[src/inc/pmcl_pkg.sv]
// Shared constants and carrier types for the port carrier, collision and latency block.
// Notes on behaviour
// - In both 100 Mb/s media modes carrier sense rises at most 20 bit times after the start of a received J.
// - Where a collision applies, the collision output rises at most 20 bit times after the start of a received J.
// - Carrier sense falls 13 to 28 bit times after a received T starts on twisted pair, and at most 26 on fiber.
// - The collision output falls 13 to 28 bit times after a received T starts on twisted pair, and at most 26 on fiber.
// - Receive data valid follows the rise of carrier sense by about 8 bit times.
// - At 100 Mb/s, transmit enable sampled high on a transmit clock edge raises carrier sense within 4 bit times.
// - At 100 Mb/s, transmit enable sampled low drops carrier sense within 16 bit times unless receive is still active.
// - On twisted pair the first transmitted symbol leaves 6 to 14 bit times after transmit enable is sampled high.
// - On fiber the first transmitted symbol leaves 6 to 14 bit times after transmit enable is sampled high.
// - In 10BASE-T mode link loss is declared once no link pulse has arrived for 50 to 150 ms.

package pmcl_pkg;

  // ----------------------------------------------------------------
  // Time base
  // ----------------------------------------------------------------
  localparam int BIT_NS = 10;
  localparam int BITS_PER_MII_CLK = 4;
  localparam int CLK_NS = 8;
  // Cycles lost between a start strobe and the registered output.
  // A timer loaded with n ends at edge n; the carrier and status flops add two more edges.
  localparam int PIPE_CYC = 2;

  // ----------------------------------------------------------------
  // Receive timing
  // ----------------------------------------------------------------
  localparam int J_CRS_MAX_BT = 20;
  localparam int J_CRS_BT = 16;
  localparam int J_CRS_CYC = (J_CRS_BT * BIT_NS) / CLK_NS;
  localparam int J_CRS_MAX_CYC = (J_CRS_MAX_BT * BIT_NS) / CLK_NS;
  localparam int T_MIN_BT = 13;
  localparam int T_MIN_CYC = (T_MIN_BT * BIT_NS + CLK_NS - 1) / CLK_NS;
  localparam int T_TP_MAX_BT = 28;
  localparam int T_FX_MAX_BT = 26;
  localparam int T_TP_BT = 22;
  localparam int T_FX_BT = 20;
  localparam int T_TP_CYC = (T_TP_BT * BIT_NS) / CLK_NS;
  localparam int T_FX_CYC = (T_FX_BT * BIT_NS) / CLK_NS;
  localparam int DV_BT = 8;
  localparam int DV_CYC = (DV_BT * BIT_NS) / CLK_NS;

  // ----------------------------------------------------------------
  // Transmit timing
  // ----------------------------------------------------------------
  localparam int TX_CRS_MAX_BT = 4;
  localparam int TX_DROP_MAX_BT = 16;
  localparam int TX_LAT_MIN_BT = 6;
  localparam int TX_LAT_MAX_BT = 14;
  localparam int TX_LAT_BT = 9;
  localparam int TX_LAT_CYC = (TX_LAT_BT * BIT_NS) / CLK_NS;

  // ----------------------------------------------------------------
  // Link integrity
  // ----------------------------------------------------------------
  localparam int LINK_LOSS_MIN_MS = 50;
  localparam int LINK_LOSS_MAX_MS = 150;
  localparam int LINK_LOSS_MS = 100;
  localparam int LINK_LOSS_CYC = (LINK_LOSS_MS * 1000000) / CLK_NS;
  localparam int LINK_CNT_W = 24;
  localparam int DLY_W = 6;

  // ----------------------------------------------------------------
  // Carrier types
  // ----------------------------------------------------------------
  typedef struct packed {
    logic crs;
    logic col;
    logic rx_dv;
  } pmcl_mii_stat_t;

  typedef struct packed {
    logic fiber;
    logic ten;
    logic half_duplex;
  } pmcl_mode_t;

endpackage

[src/verilog/pmcl_delay.sv]
// One-shot delay timer that pulses done a loaded number of cycles after start.
`timescale 1ns/10ps

module pmcl_delay #(
  parameter int W = 6
) (
  input wire logic clk,
  input wire logic srst,
  input wire logic start,
  input wire logic cancel,
  input wire logic [W-1:0] load,
  output logic done
);

  logic [W-1:0] cnt_reg;
  logic busy_reg;
  logic done_reg;
  wire expire = busy_reg && (cnt_reg == W'(1));

  // A fresh start restarts the count, so a new delimiter always wins.
  always_ff @(posedge clk) begin
    if (srst) begin
      cnt_reg <= '0;
      busy_reg <= 1'b0;
      done_reg <= 1'b0;
    end else begin
      done_reg <= expire && !start && !cancel;
      if (start) begin
        cnt_reg <= load;
        busy_reg <= (load != '0);
      end else if (cancel || expire) begin
        busy_reg <= 1'b0;
      end else if (busy_reg) begin
        cnt_reg <= cnt_reg - W'(1);
      end
    end
  end

  assign done = done_reg;

endmodule

[src/verilog/pmcl_port.sv]
// Per-port carrier sense, collision, receive valid, transmit latency and link loss logic.
`timescale 1ns/10ps

module pmcl_port #(
  parameter int LINK_LOSS_CYC = pmcl_pkg::LINK_LOSS_CYC,
  parameter int LINK_CNT_W = pmcl_pkg::LINK_CNT_W
) (
  input wire logic clk,
  input wire logic srst,
  input wire pmcl_pkg::pmcl_mode_t mode,
  input wire logic rx_j_start,
  input wire logic rx_t_start,
  input wire logic mii_tx_clk,
  input wire logic mii_tx_en,
  input wire logic link_pulse,
  output pmcl_pkg::pmcl_mii_stat_t mii_stat,
  output logic twisted_pair_out_pos,
  output logic fiber_out_pos,
  output logic link_loss
);

  localparam int DW = pmcl_pkg::DLY_W;
  localparam int TXL = pmcl_pkg::TX_LAT_CYC;

  // ----------------------------------------------------------------
  // Pin synchronisers
  // ----------------------------------------------------------------
  logic tx_clk_s1_reg, tx_clk_s2_reg, tx_clk_s3_reg;
  logic tx_en_s1_reg, tx_en_s2_reg;
  logic lp_s1_reg, lp_s2_reg, lp_s3_reg;

  always_ff @(posedge clk) begin
    if (srst) begin
      tx_clk_s1_reg <= 1'b0;
      tx_clk_s2_reg <= 1'b0;
      tx_clk_s3_reg <= 1'b0;
      tx_en_s1_reg <= 1'b0;
      tx_en_s2_reg <= 1'b0;
      lp_s1_reg <= 1'b0;
      lp_s2_reg <= 1'b0;
      lp_s3_reg <= 1'b0;
    end else begin
      tx_clk_s1_reg <= mii_tx_clk;
      tx_clk_s2_reg <= tx_clk_s1_reg;
      tx_clk_s3_reg <= tx_clk_s2_reg;
      tx_en_s1_reg <= mii_tx_en;
      tx_en_s2_reg <= tx_en_s1_reg;
      lp_s1_reg <= link_pulse;
      lp_s2_reg <= lp_s1_reg;
      lp_s3_reg <= lp_s2_reg;
    end
  end

  // Both pins pass the same two stages, so the enable stays aligned with its clock edge.
  wire tx_sample = tx_clk_s2_reg && !tx_clk_s3_reg;
  wire lp_rise = lp_s2_reg && !lp_s3_reg;
  wire fast_mode = !mode.ten;

  // ----------------------------------------------------------------
  // Transmit activity
  // ----------------------------------------------------------------
  logic tx_act_reg;
  wire tx_act_next = tx_sample ? tx_en_s2_reg : tx_act_reg;

  always_ff @(posedge clk) begin
    if (srst) begin
      tx_act_reg <= 1'b0;
    end else begin
      tx_act_reg <= tx_act_next;
    end
  end

  // ----------------------------------------------------------------
  // Receive carrier timers
  // ----------------------------------------------------------------
  logic rx_carrier_reg;
  logic j_done, t_done, dv_done;
  wire j_go = rx_j_start && fast_mode;
  wire t_go = rx_t_start && fast_mode && rx_carrier_reg;
  wire [DW-1:0] j_load = DW'(pmcl_pkg::J_CRS_CYC - pmcl_pkg::PIPE_CYC);
  wire [DW-1:0] t_load_tp = DW'(pmcl_pkg::T_TP_CYC - pmcl_pkg::PIPE_CYC);
  wire [DW-1:0] t_load_fx = DW'(pmcl_pkg::T_FX_CYC - pmcl_pkg::PIPE_CYC);
  wire [DW-1:0] t_load = mode.fiber ? t_load_fx : t_load_tp;
  wire [DW-1:0] dv_load = DW'(pmcl_pkg::DV_CYC);

  pmcl_delay #(.W(DW)) u_j_timer (
    .clk(clk),
    .srst(srst),
    .start(j_go),
    .cancel(mode.ten),
    .load(j_load),
    .done(j_done)
  );

  pmcl_delay #(.W(DW)) u_t_timer (
    .clk(clk),
    .srst(srst),
    .start(t_go),
    .cancel(j_go),
    .load(t_load),
    .done(t_done)
  );

  pmcl_delay #(.W(DW)) u_dv_timer (
    .clk(clk),
    .srst(srst),
    .start(j_done),
    .cancel(t_done),
    .load(dv_load),
    .done(dv_done)
  );

  // A stale end timer must not cut a new stream, so a J cancels it above.
  wire rx_carrier_next = fast_mode && (j_done || (rx_carrier_reg && !t_done));

  always_ff @(posedge clk) begin
    if (srst) begin
      rx_carrier_reg <= 1'b0;
    end else begin
      rx_carrier_reg <= rx_carrier_next;
    end
  end

  // ----------------------------------------------------------------
  // MII status outputs
  // ----------------------------------------------------------------
  pmcl_pkg::pmcl_mii_stat_t stat_reg;
  pmcl_pkg::pmcl_mii_stat_t stat_next;
  wire crs_next = rx_carrier_reg || tx_act_reg;
  wire col_next = mode.half_duplex && rx_carrier_reg && tx_act_reg;
  wire dv_next = rx_carrier_reg && (dv_done || stat_reg.rx_dv);

  assign stat_next.crs = crs_next;
  assign stat_next.col = col_next;
  assign stat_next.rx_dv = dv_next;

  always_ff @(posedge clk) begin
    if (srst) begin
      stat_reg <= '0;
    end else begin
      stat_reg <= stat_next;
    end
  end

  assign mii_stat = stat_reg;

  // ----------------------------------------------------------------
  // Transmit latency to the line
  // ----------------------------------------------------------------
  // The line path is a plain delay line; the output flop supplies the last stage.
  logic [TXL-2:0] tx_line_reg;
  logic tp_out_reg, fx_out_reg;
  wire line_on = tx_line_reg[TXL-2];

  always_ff @(posedge clk) begin
    if (srst) begin
      tx_line_reg <= '0;
      tp_out_reg <= 1'b0;
      fx_out_reg <= 1'b0;
    end else begin
      tx_line_reg <= {tx_line_reg[TXL-3:0], tx_act_reg};
      tp_out_reg <= line_on && fast_mode && !mode.fiber;
      fx_out_reg <= line_on && fast_mode && mode.fiber;
    end
  end

  assign twisted_pair_out_pos = tp_out_reg;
  assign fiber_out_pos = fx_out_reg;

  // ----------------------------------------------------------------
  // 10BASE-T link integrity
  // ----------------------------------------------------------------
  // The count is wide and slow; shorten LINK_LOSS_CYC for simulation.
  logic [LINK_CNT_W-1:0] link_cnt_reg;
  logic link_loss_reg;
  wire link_timeout = (link_cnt_reg == LINK_CNT_W'(LINK_LOSS_CYC - 1));

  always_ff @(posedge clk) begin
    if (srst || !mode.ten || lp_rise) begin
      link_cnt_reg <= '0;
      link_loss_reg <= 1'b0;
    end else if (link_timeout) begin
      link_loss_reg <= 1'b1;
    end else begin
      link_cnt_reg <= link_cnt_reg + LINK_CNT_W'(1);
    end
  end

  assign link_loss = link_loss_reg;
endmodule

[config.mk]
export PLATFORM = sky130hd
export DESIGN_NAME = pmcl_port
export DESIGN_NICKNAME = d
export VERILOG_FILES = /design/src/inc/pmcl_pkg.sv /design/src/verilog/pmcl_delay.sv /design/src/verilog/pmcl_port.sv
export SDC_FILE = /design/constraint.sdc
export NUM_CORES = 1
export LEC_CHECK = 0
export BUFFER_PORTS_ARGS = -buffer_cell sky130_fd_sc_hd__clkbuf_2
export CAP_MARGIN = 0
export CORE_ASPECT_RATIO = 0.9
export CORE_MARGIN = 4
export CORE_UTILIZATION = 40
export CTS_BUF_LIST = sky130_fd_sc_hd__clkbuf_8
export CTS_CLUSTER_SIZE = 20
export DETAILED_ROUTE_END_ITERATION = 6
export HOLD_SLACK_MARGIN = 0.1
export PLACE_DENSITY_LB_ADDON = 0.08
export SYNTH_ARGS = -nofsm -noshare
export SYNTH_HDL_FRONTEND = slang
export SYNTH_SLANG_ARGS = --single-unit
[constraint.sdc]
create_clock -name clk -period 3.3 [get_ports clk]
set_clock_uncertainty 0.15 [all_clocks]
set_input_delay 0 -clock clk [delete_from_list [all_inputs] [get_ports clk]]
set_output_delay 0 -clock clk [all_outputs]
set_load 0.1 [all_outputs]
==> impl_metrics.toml, run 1 <==
[setup_path]
critical_path_class = "reg2reg"
crit_buf_inv = 1
cp.depth = 6
arrival_ns = 2.43
cpMaxStageDelayCell = "dlygate4sd3_1"
cp_max_fo = 4
critical-path-top-delay-family = "buffers and inverters"
r2r-end = "u_t_timer.cnt_reg[1]$_SDFFE_PP0P_"
endpoint = "u_t_timer.cnt_reg[1]$_SDFFE_PP0P_"
r2r_start = "u_t_timer.cnt_reg[0]$_SDFFE_PP0P_"
critPathRequiredTime_ns = 3.39
startpoint_type = "flop"
endpoint_kind = "flop"
r2r_slack_ns = 0.96
critical_path.startpoint = "u_t_timer.cnt_reg[0]$_SDFFE_PP0P_"
crit_chain = "ha_1 -> or4b_4 -> o211a_1 -> mux2i_1 -> o2bb2ai_1 -> dlygate4sd3_1"
reg2reg_depth = 6
max_stage_delay_ns = 0.56

[grt]
overflow = 0
grt_first_pass_wirelength_um = 10500
antenna_found_initial = 0
grt_max_degree = 43
grt_pass1_vias = 2095
grt.total_usage = 0.141

[placement]
port_buffers = 15
gp_congestion = 0.838
placed_area_mm2 = 0.00331
hpwl_um = 4070
dp.cells = 432

[drt]
route.vias.total = 2400
antenna_left = 0
wirelength_um = 6120
drc = 0
routedWlPerCell_um = 13.3
viasPerCell = 5.21
drt-pass1-iter-count = 4
drt_iter0_markers = 82

[synth]
synth_cells = 332
synth_top_area_frac = 0.469
synth_warnings = 0
synth_area_mm2 = 0.00316
ys_ff_latch = 74
synth_ff_type = "dfxtp_1"
synthesis.nets = 349
synth_seq_area_share = 0.469
synth.area.top_cells = "dfxtp_1 47%, nor2b_1 4.6%, xor2_1 3.9%"
synth_cell_types = 52
synthArstFlopShare = 0
yosysTopAreaCell = "dfxtp_1"
synth-edff-count = 0
synth_area_per_cell_um2 = 9.50

[die]
die_w_um = 102
dieArea_mm2 = 0.00938
initial_core_util = 0.414
core_area_mm2 = 0.00762
io_pins = 16
die_y_um = 92.3
rows = 30

[finish]
design_area_mm2 = 0.00364
final_core_util = 0.478
largest_register_ffs = 24
drive_above_1_share = 0.123
insertedDiodeCount = 0
area_growth_pct = 15.3
final_cells = 461
nets = 378

[clocking]
cts_buffers = 9
cts_root_buf = "clkbuf_8"
clkTransAtPathRegs_ns = 0.08
htree_levels = 3
cts_tree = "built"
cts_sinks = 74
worst_skew_pair.late_latency_ns = 0.35
clk_path_buf_depth = 2

[power_and_ir_drop]
ir_worst_vdd_mv = 0.327
power_per_cell_area_mw_per_mm2 = 457
power_leakage_uw = 0.00132

[timing]
timing.final.crit_share = 0.708
hold_viol = 0
min_period_ns = 2.34
final-max-slew-violation-count = 0
fmax_ghz = 0.428
setup_viol = 0
rsz0062_at_grt = "false"
max-slew-margin-rel = 0.536
worstMarginPinSlew_ns = 0.694
tns_ns = 0

[run]
max_cap_viol_count = 0

[hold_path]
min_path_type = "reg2reg"

[run_status]
outcome = "finished clean"
==> power breakdown <==
part	internal (µW)	switching, µW	total (µW)
Combinational	32.1	35.2	67.2
Sequential	902	6.66	909
Clock	347	340	688
==> kinds of logic (layout without fill, tap and decap cells) <==
| kind of cell | Yosys count | after routing | share of synthesized area |
|---|---|---|---|
| and+or+nand+nor | 145 | 145 | 0.277 |
| AOI/OAI and AO/OA | 57 | 57 | 0.118 |
| DFF | 74 | 74 | 0.469 |
| buffers and inverters | 22 | 55 | 0.0293 |
| adders and majority gates | 7 | 7 | 0.0278 |
| xor gates and xnor gates | 21 | 21 | 0.0583 |
| muxes | 6 | 6 | 0.0202 |
==> synth_stat cells (2+ instances only) <==
| cell type | n |
|---|---|
| a2111o_1 | 3 |
| a21boi_0 | 2 |
| a21oi_1 | 22 |
| a31oi_1 | 2 |
| and2_1 | 3 |
| and3_2 | 4 |
| and3b_1 | 2 |
| and4_1 | 7 |
| clkbuf_1 | 9 |
| dfxtp_1 | 74 |
| ha_1 | 7 |
| inv_1 | 9 |
| mux2_2 | 3 |
| mux2i_1 | 3 |
| nand2_1 | 13 |
| nand2b_1 | 5 |
| nand3_1 | 9 |
| nand3b_1 | 3 |
| nand4_1 | 8 |
| nor2_1 | 31 |
| nor2b_1 | 23 |
| nor3_1 | 7 |
| nor4_1 | 3 |
| nor4b_1 | 2 |
| nor4bb_1 | 2 |
| o2111ai_1 | 3 |
| o211a_1 | 3 |
| o211ai_1 | 3 |
| o21ai_0 | 9 |
| o31ai_1 | 7 |
| or3_1 | 5 |
| or4_1 | 7 |
| xnor2_1 | 7 |
| xor2_1 | 14 |
==> how the worst min path moves through the flow <==
stage	startpoint	end	slack, ns	cells after the start
6_report	tx_line_reg[4]$_SDFF_PP0_	tx_line_reg[5]$_SDFF_PP0_	0.29	1
5_1_grt	tx_en_s1_reg$_SDFF_PP0_	tx_en_s2_reg$_SDFF_PP0_	0.31	1
4_1_cts	mode[0]	mii_stat[1]$_SDFF_PP0_	0.28	3
3_5_place_dp	mii_tx_clk	tx_clk_s1_reg$_SDFF_PP0_	0.07	2
3_3_place_gp	mii_tx_en	tx_en_s1_reg$_SDFF_PP0_	0.07	2
2_1_floorplan	mode[2]	twisted_pair_out_pos$_SDFF_PP0_	-0.07	1
==> stage by stage <==
step,setup WS (ns),power (µW),hold slack (ns)
3_5_place_dp,1.25,987,0.0675
3_3_place_gp,1.32,987,0.0671
5_1_grt,0.830,1740,0.307
6_report,0.964,1660,0.293
2_1_floorplan,1.39,969,-0.0707
4_1_cts,0.957,1700,0.285
==> layout by cell type (no fill, tap or decap), drive strengths merged, types with 4 or more instances in the layout <==
cell type | netlist | final
xnor2 | 7 | 7
nor3 | 7 | 7
and3 | 4 | 4
o21ai | 9 | 9
nand4 | 9 | 9
dlygate4sd3 | 0 | 14
and4 | 8 | 8
clkbuf | 10 | 24
inv | 9 | 10
a21oi | 22 | 22
or4 | 7 | 7
o31ai | 7 | 7
or3 | 6 | 6
xor2 | 14 | 14
nor2 | 31 | 31
dfxtp | 74 | 74
nand2b | 5 | 5
nand2 | 13 | 13
nand3 | 10 | 10
ha | 7 | 7
nor2b | 23 | 23
==> cell type report <==
type	instances	area (µm²)
Multi-Input combinational cell	236	1580
Sequential cell	74	1480
Clock inverter	6	67.6
Tap cell	96	120
Timing Repair Buffer	31	230
Clock buffer	9	124
Fill cell	765	3980
Inverter	9	33.8
==> routing by layer <==
| layer | vias to the layer above | GRT usage | part of all wire |
|---|---|---|---|
| met5 | - | 0 | 0 |
| met4 | 0 | 0.0365 | 0.011 |
| met3 | 7 | 0.0578 | 0.044 |
| met2 | 24 | 0.182 | 0.40 |
| met1 | 1113 | 0.212 | 0.55 |
| li1 | 1256 | - | - |
==> what timing repair did <==
item,4_1_cts,5_1_grt
setup buffers,0,0
hold buffers,14,0
hold endpoints to repair,40,0
gates resized for setup,0,0
endpoints found under the setup margin,0,0
No activity file was read; power rests on OpenSTA's default activity.
==> run 2, diff against run 1 <==
ABC_AREA = 1   (was not set)
clock period = 2.1 ns   (was 3.3 ns; I/O delays follow)
==> run 2 against run 1 <==
  * Highest routed layer unchanged
  * Via count rose by 22%
  * Hold slack got worse by 0.039 ns
  * Synthesized cell count rose by 46%
  * Largest power group unchanged
  * Critical path depth rose by 2
  * Largest cell class unchanged
  * Non-clock buffer count did not move
  * Setup slack got worse by 0.50 ns
  * Clock power rose by 53%
  * First-iteration DRC count rose by 87%
  * Global-route usage rose by 1.2 points
  * Core utilization barely moved
  * Clock-buffer cell count rose by 1
  * Critical path type unchanged
==> impl_metrics.toml, run 2 <==
[run_status]
outcome = "finished clean"

[finish]
drive_above_1_share = 0.0873
nets = 539
largest_register_ffs = 24
final_cell_mix = "101 x nand2_1, 96 x nor2_1, 75 x inv_1"
insertedDiodeCount = 0
layout_commonest_cell = "nand2_1"
design_area_mm2 = 0.00387
area_growth_pct = 15.0
fillers = 845

[placement]
hpwl_um = 5070
port_buffers = 15
placed_area_mm2 = 0.00354
gp_congestion = 0.864

[synth]
synth-edff-count = 0
synthArstFlopShare = 0
synthesis.nets = 502
synth_ff_type = "dfxtp_1"
ys_ff_latch = 74
synth_seq_area_share = 0.440
synth_most_common_cell = "nand2_1"
synth_cells = 485
synth_area_per_cell_um2 = 6.94
yosysTopAreaCell = "dfxtp_1"
synth_top_cells_by_count = "101 x nand2_1, 96 x nor2_1, 75 x inv_1"
synth.area.top_cells = "dfxtp_1 44%, nand2_1 11%, nor2_1 11%"
synth_warnings = 0
synth_area_mm2 = 0.00336
synth_cell_types = 29
synth_top_area_frac = 0.440

[timing]
rsz0062_at_grt = "false"
worstMarginPinSlew_ns = 0.573
setup_viol = 0
hold_viol = 0
tns_ns = 0
fmax_ghz = 0.612
whs_ns = 0.253
timing.final.crit_share = 0.778
max-slew-margin-rel = 0.617
final-max-slew-violation-count = 0
min_period_ns = 1.63

[drt]
routedWlPerCell_um = 11.0
drt_iter0_markers = 153
antenna_left = 0
wirelength_um = 6870
drc = 0
route.vias.total = 2934
drt-pass1-iter-count = 4
viasPerCell = 4.69

[die]
die_y_um = 95.0
die_w_um = 105
core_area_mm2 = 0.00811
initial_core_util = 0.415
rows = 31
dieArea_mm2 = 0.00994
io_pins = 16

[clocking]
cts_buffers = 9
cts_root_buf = "clkbuf_8"
worst_skew_pair.late_latency_ns = 0.35
clk_path_buf_depth = 2
htree_levels = 3
cts_tree = "built"
cts_resized = 0
post_cts_buffers = 0
cts_sinks = 74
clkTransAtPathRegs_ns = 0.09

[setup_path]
endpoint_kind = "flop"
critical_path.startpoint = "link_cnt_reg[0]$_SDFFE_PP0P_"
r2r_slack_ns = 0.47
r2r-end = "link_cnt_reg[22]$_SDFFE_PP0P_"
r2r_start = "link_cnt_reg[0]$_SDFFE_PP0P_"
critical_path_class = "reg2reg"
cpMaxStageDelayCell = "dfxtp_1"
critPathRequiredTime_ns = 2.20
crit_chain = "ha_1 -> nand2_2 -> nor2_2 -> nand3_2 -> nor2_1 -> nand2_1 -> nand2_1 -> nor2_1"
arrival_ns = 1.73
cp_max_fo = 5
max_stage_delay_ns = 0.38
startpoint_type = "flop"
reg2reg_depth = 8

[grt]
grt_first_pass_wirelength_um = 12300
grt_pass1_vias = 2696
antenna_found_initial = 0
grt.total_usage = 0.153
overflow = 0
grt_max_degree = 20

[run]
max_cap_viol_count = 0

[hold_path]
hold_path.startpoint = "lp_s1_reg$_SDFF_PP0_"
min_path_type = "reg2reg"
min_path_cells = 2
worst_hold_path.endpoint = "lp_s2_reg$_SDFF_PP0_"

[power_and_ir_drop]
power_leakage_uw = 0.00153
ir_worst_vdd_mv = 0.422
power_per_cell_area_mw_per_mm2 = 674
run 2: changes by cell type after synthesis, moves of 7 or more:
cell / change
a21oi_1: +11
nand2_1: +88
nand3_1: +19
o31ai_1: -7
inv_1: +66
or4_1: -7
clkbuf_1: -8
nor2_1: +65
xor2_1: -8
nor2b_1: -23
and4_1: -7
run 2: worst max path at each step:
stage | end | slack [ns]
2_1_floorplan | u_j_timer.cnt_reg[1]$_SDFFE_PP0P_ | 0.67
3_3_place_gp | u_dv_timer.cnt_reg[1]$_SDFFE_PP0P_ | 0.54
3_5_place_dp | link_cnt_reg[22]$_SDFFE_PP0P_ | 0.49
4_1_cts | u_dv_timer.cnt_reg[5]$_SDFFE_PP0P_ | 0.48
5_1_grt | u_j_timer.cnt_reg[1]$_SDFFE_PP0P_ | 0.24
6_report | link_cnt_reg[22]$_SDFFE_PP0P_ | 0.47
run 2: critical path: cells and delay by family, from the launching register on:
kind	cells	cell delay (ns)
adder cells (fa/ha/maj)	1	0.22
flip-flops	1	0.38
AND/OR/NAND/NOR	7	0.78
run 2: stage by stage:
stage | util | setup WS, ns | power (µW) | instances
after floorplan | - | 0.674 | 1550 | 485
after global placement | 0.437 | 0.541 | 1580 | 596
after detailed placement | 0.437 | 0.492 | 1580 | 596
after CTS | 0.477 | 0.479 | 2650 | 626
after global routing | 0.477 | 0.241 | 2730 | 626
final | 0.477 | 0.466 | 2610 | 626
run 2: layout make-up:
| class | instances | area (µm²) | area share |
|---|---|---|---|
| Multi-Input combinational cell | 328 | 1550 | 0.402 |
| Clock buffer | 10 | 138 | 0.0356 |
| Tap cell | 99 | 124 | 0.0320 |
| Sequential cell | 74 | 1480 | 0.383 |
| Timing Repair Buffer | 31 | 230 | 0.0595 |
| Inverter | 78 | 293 | 0.0757 |
| Clock inverter | 6 | 50.0 | 0.0129 |
run 2: timing repair:
item | in CTS | in global routing
hold buffers | 14 | 0
endpoints found under the hold margin | 65 | 0
setup endpoints to repair | 0 | 0
run 2: cell families after synthesis:
kind of cell	Yosys count	synth area share
adders and majority gates	7	0.0260
AOI/OAI and AO/OA	50	0.0766
DFF	74	0.440
and+or+nand+nor	262	0.336
xor gates and xnor gates	9	0.0234
buffers and inverters	83	0.0978
run 2: report_power, final:
group          switching (µW)  internal, µW  total (µW)
Combinational            77.6          53.4         131
Sequential               10.1          1420        1430
Clock                     575           473        1050
Total                     662          1950        2610
run 2: routing by layer:
layer	global-route usage	routed length, µm	up-vias
met5	0	0	-
met4	0.0623	114	0
met3	0.0349	246	8
met2	0.232	2870	41
met1	0.211	3640	1301
li1	-	-	1584
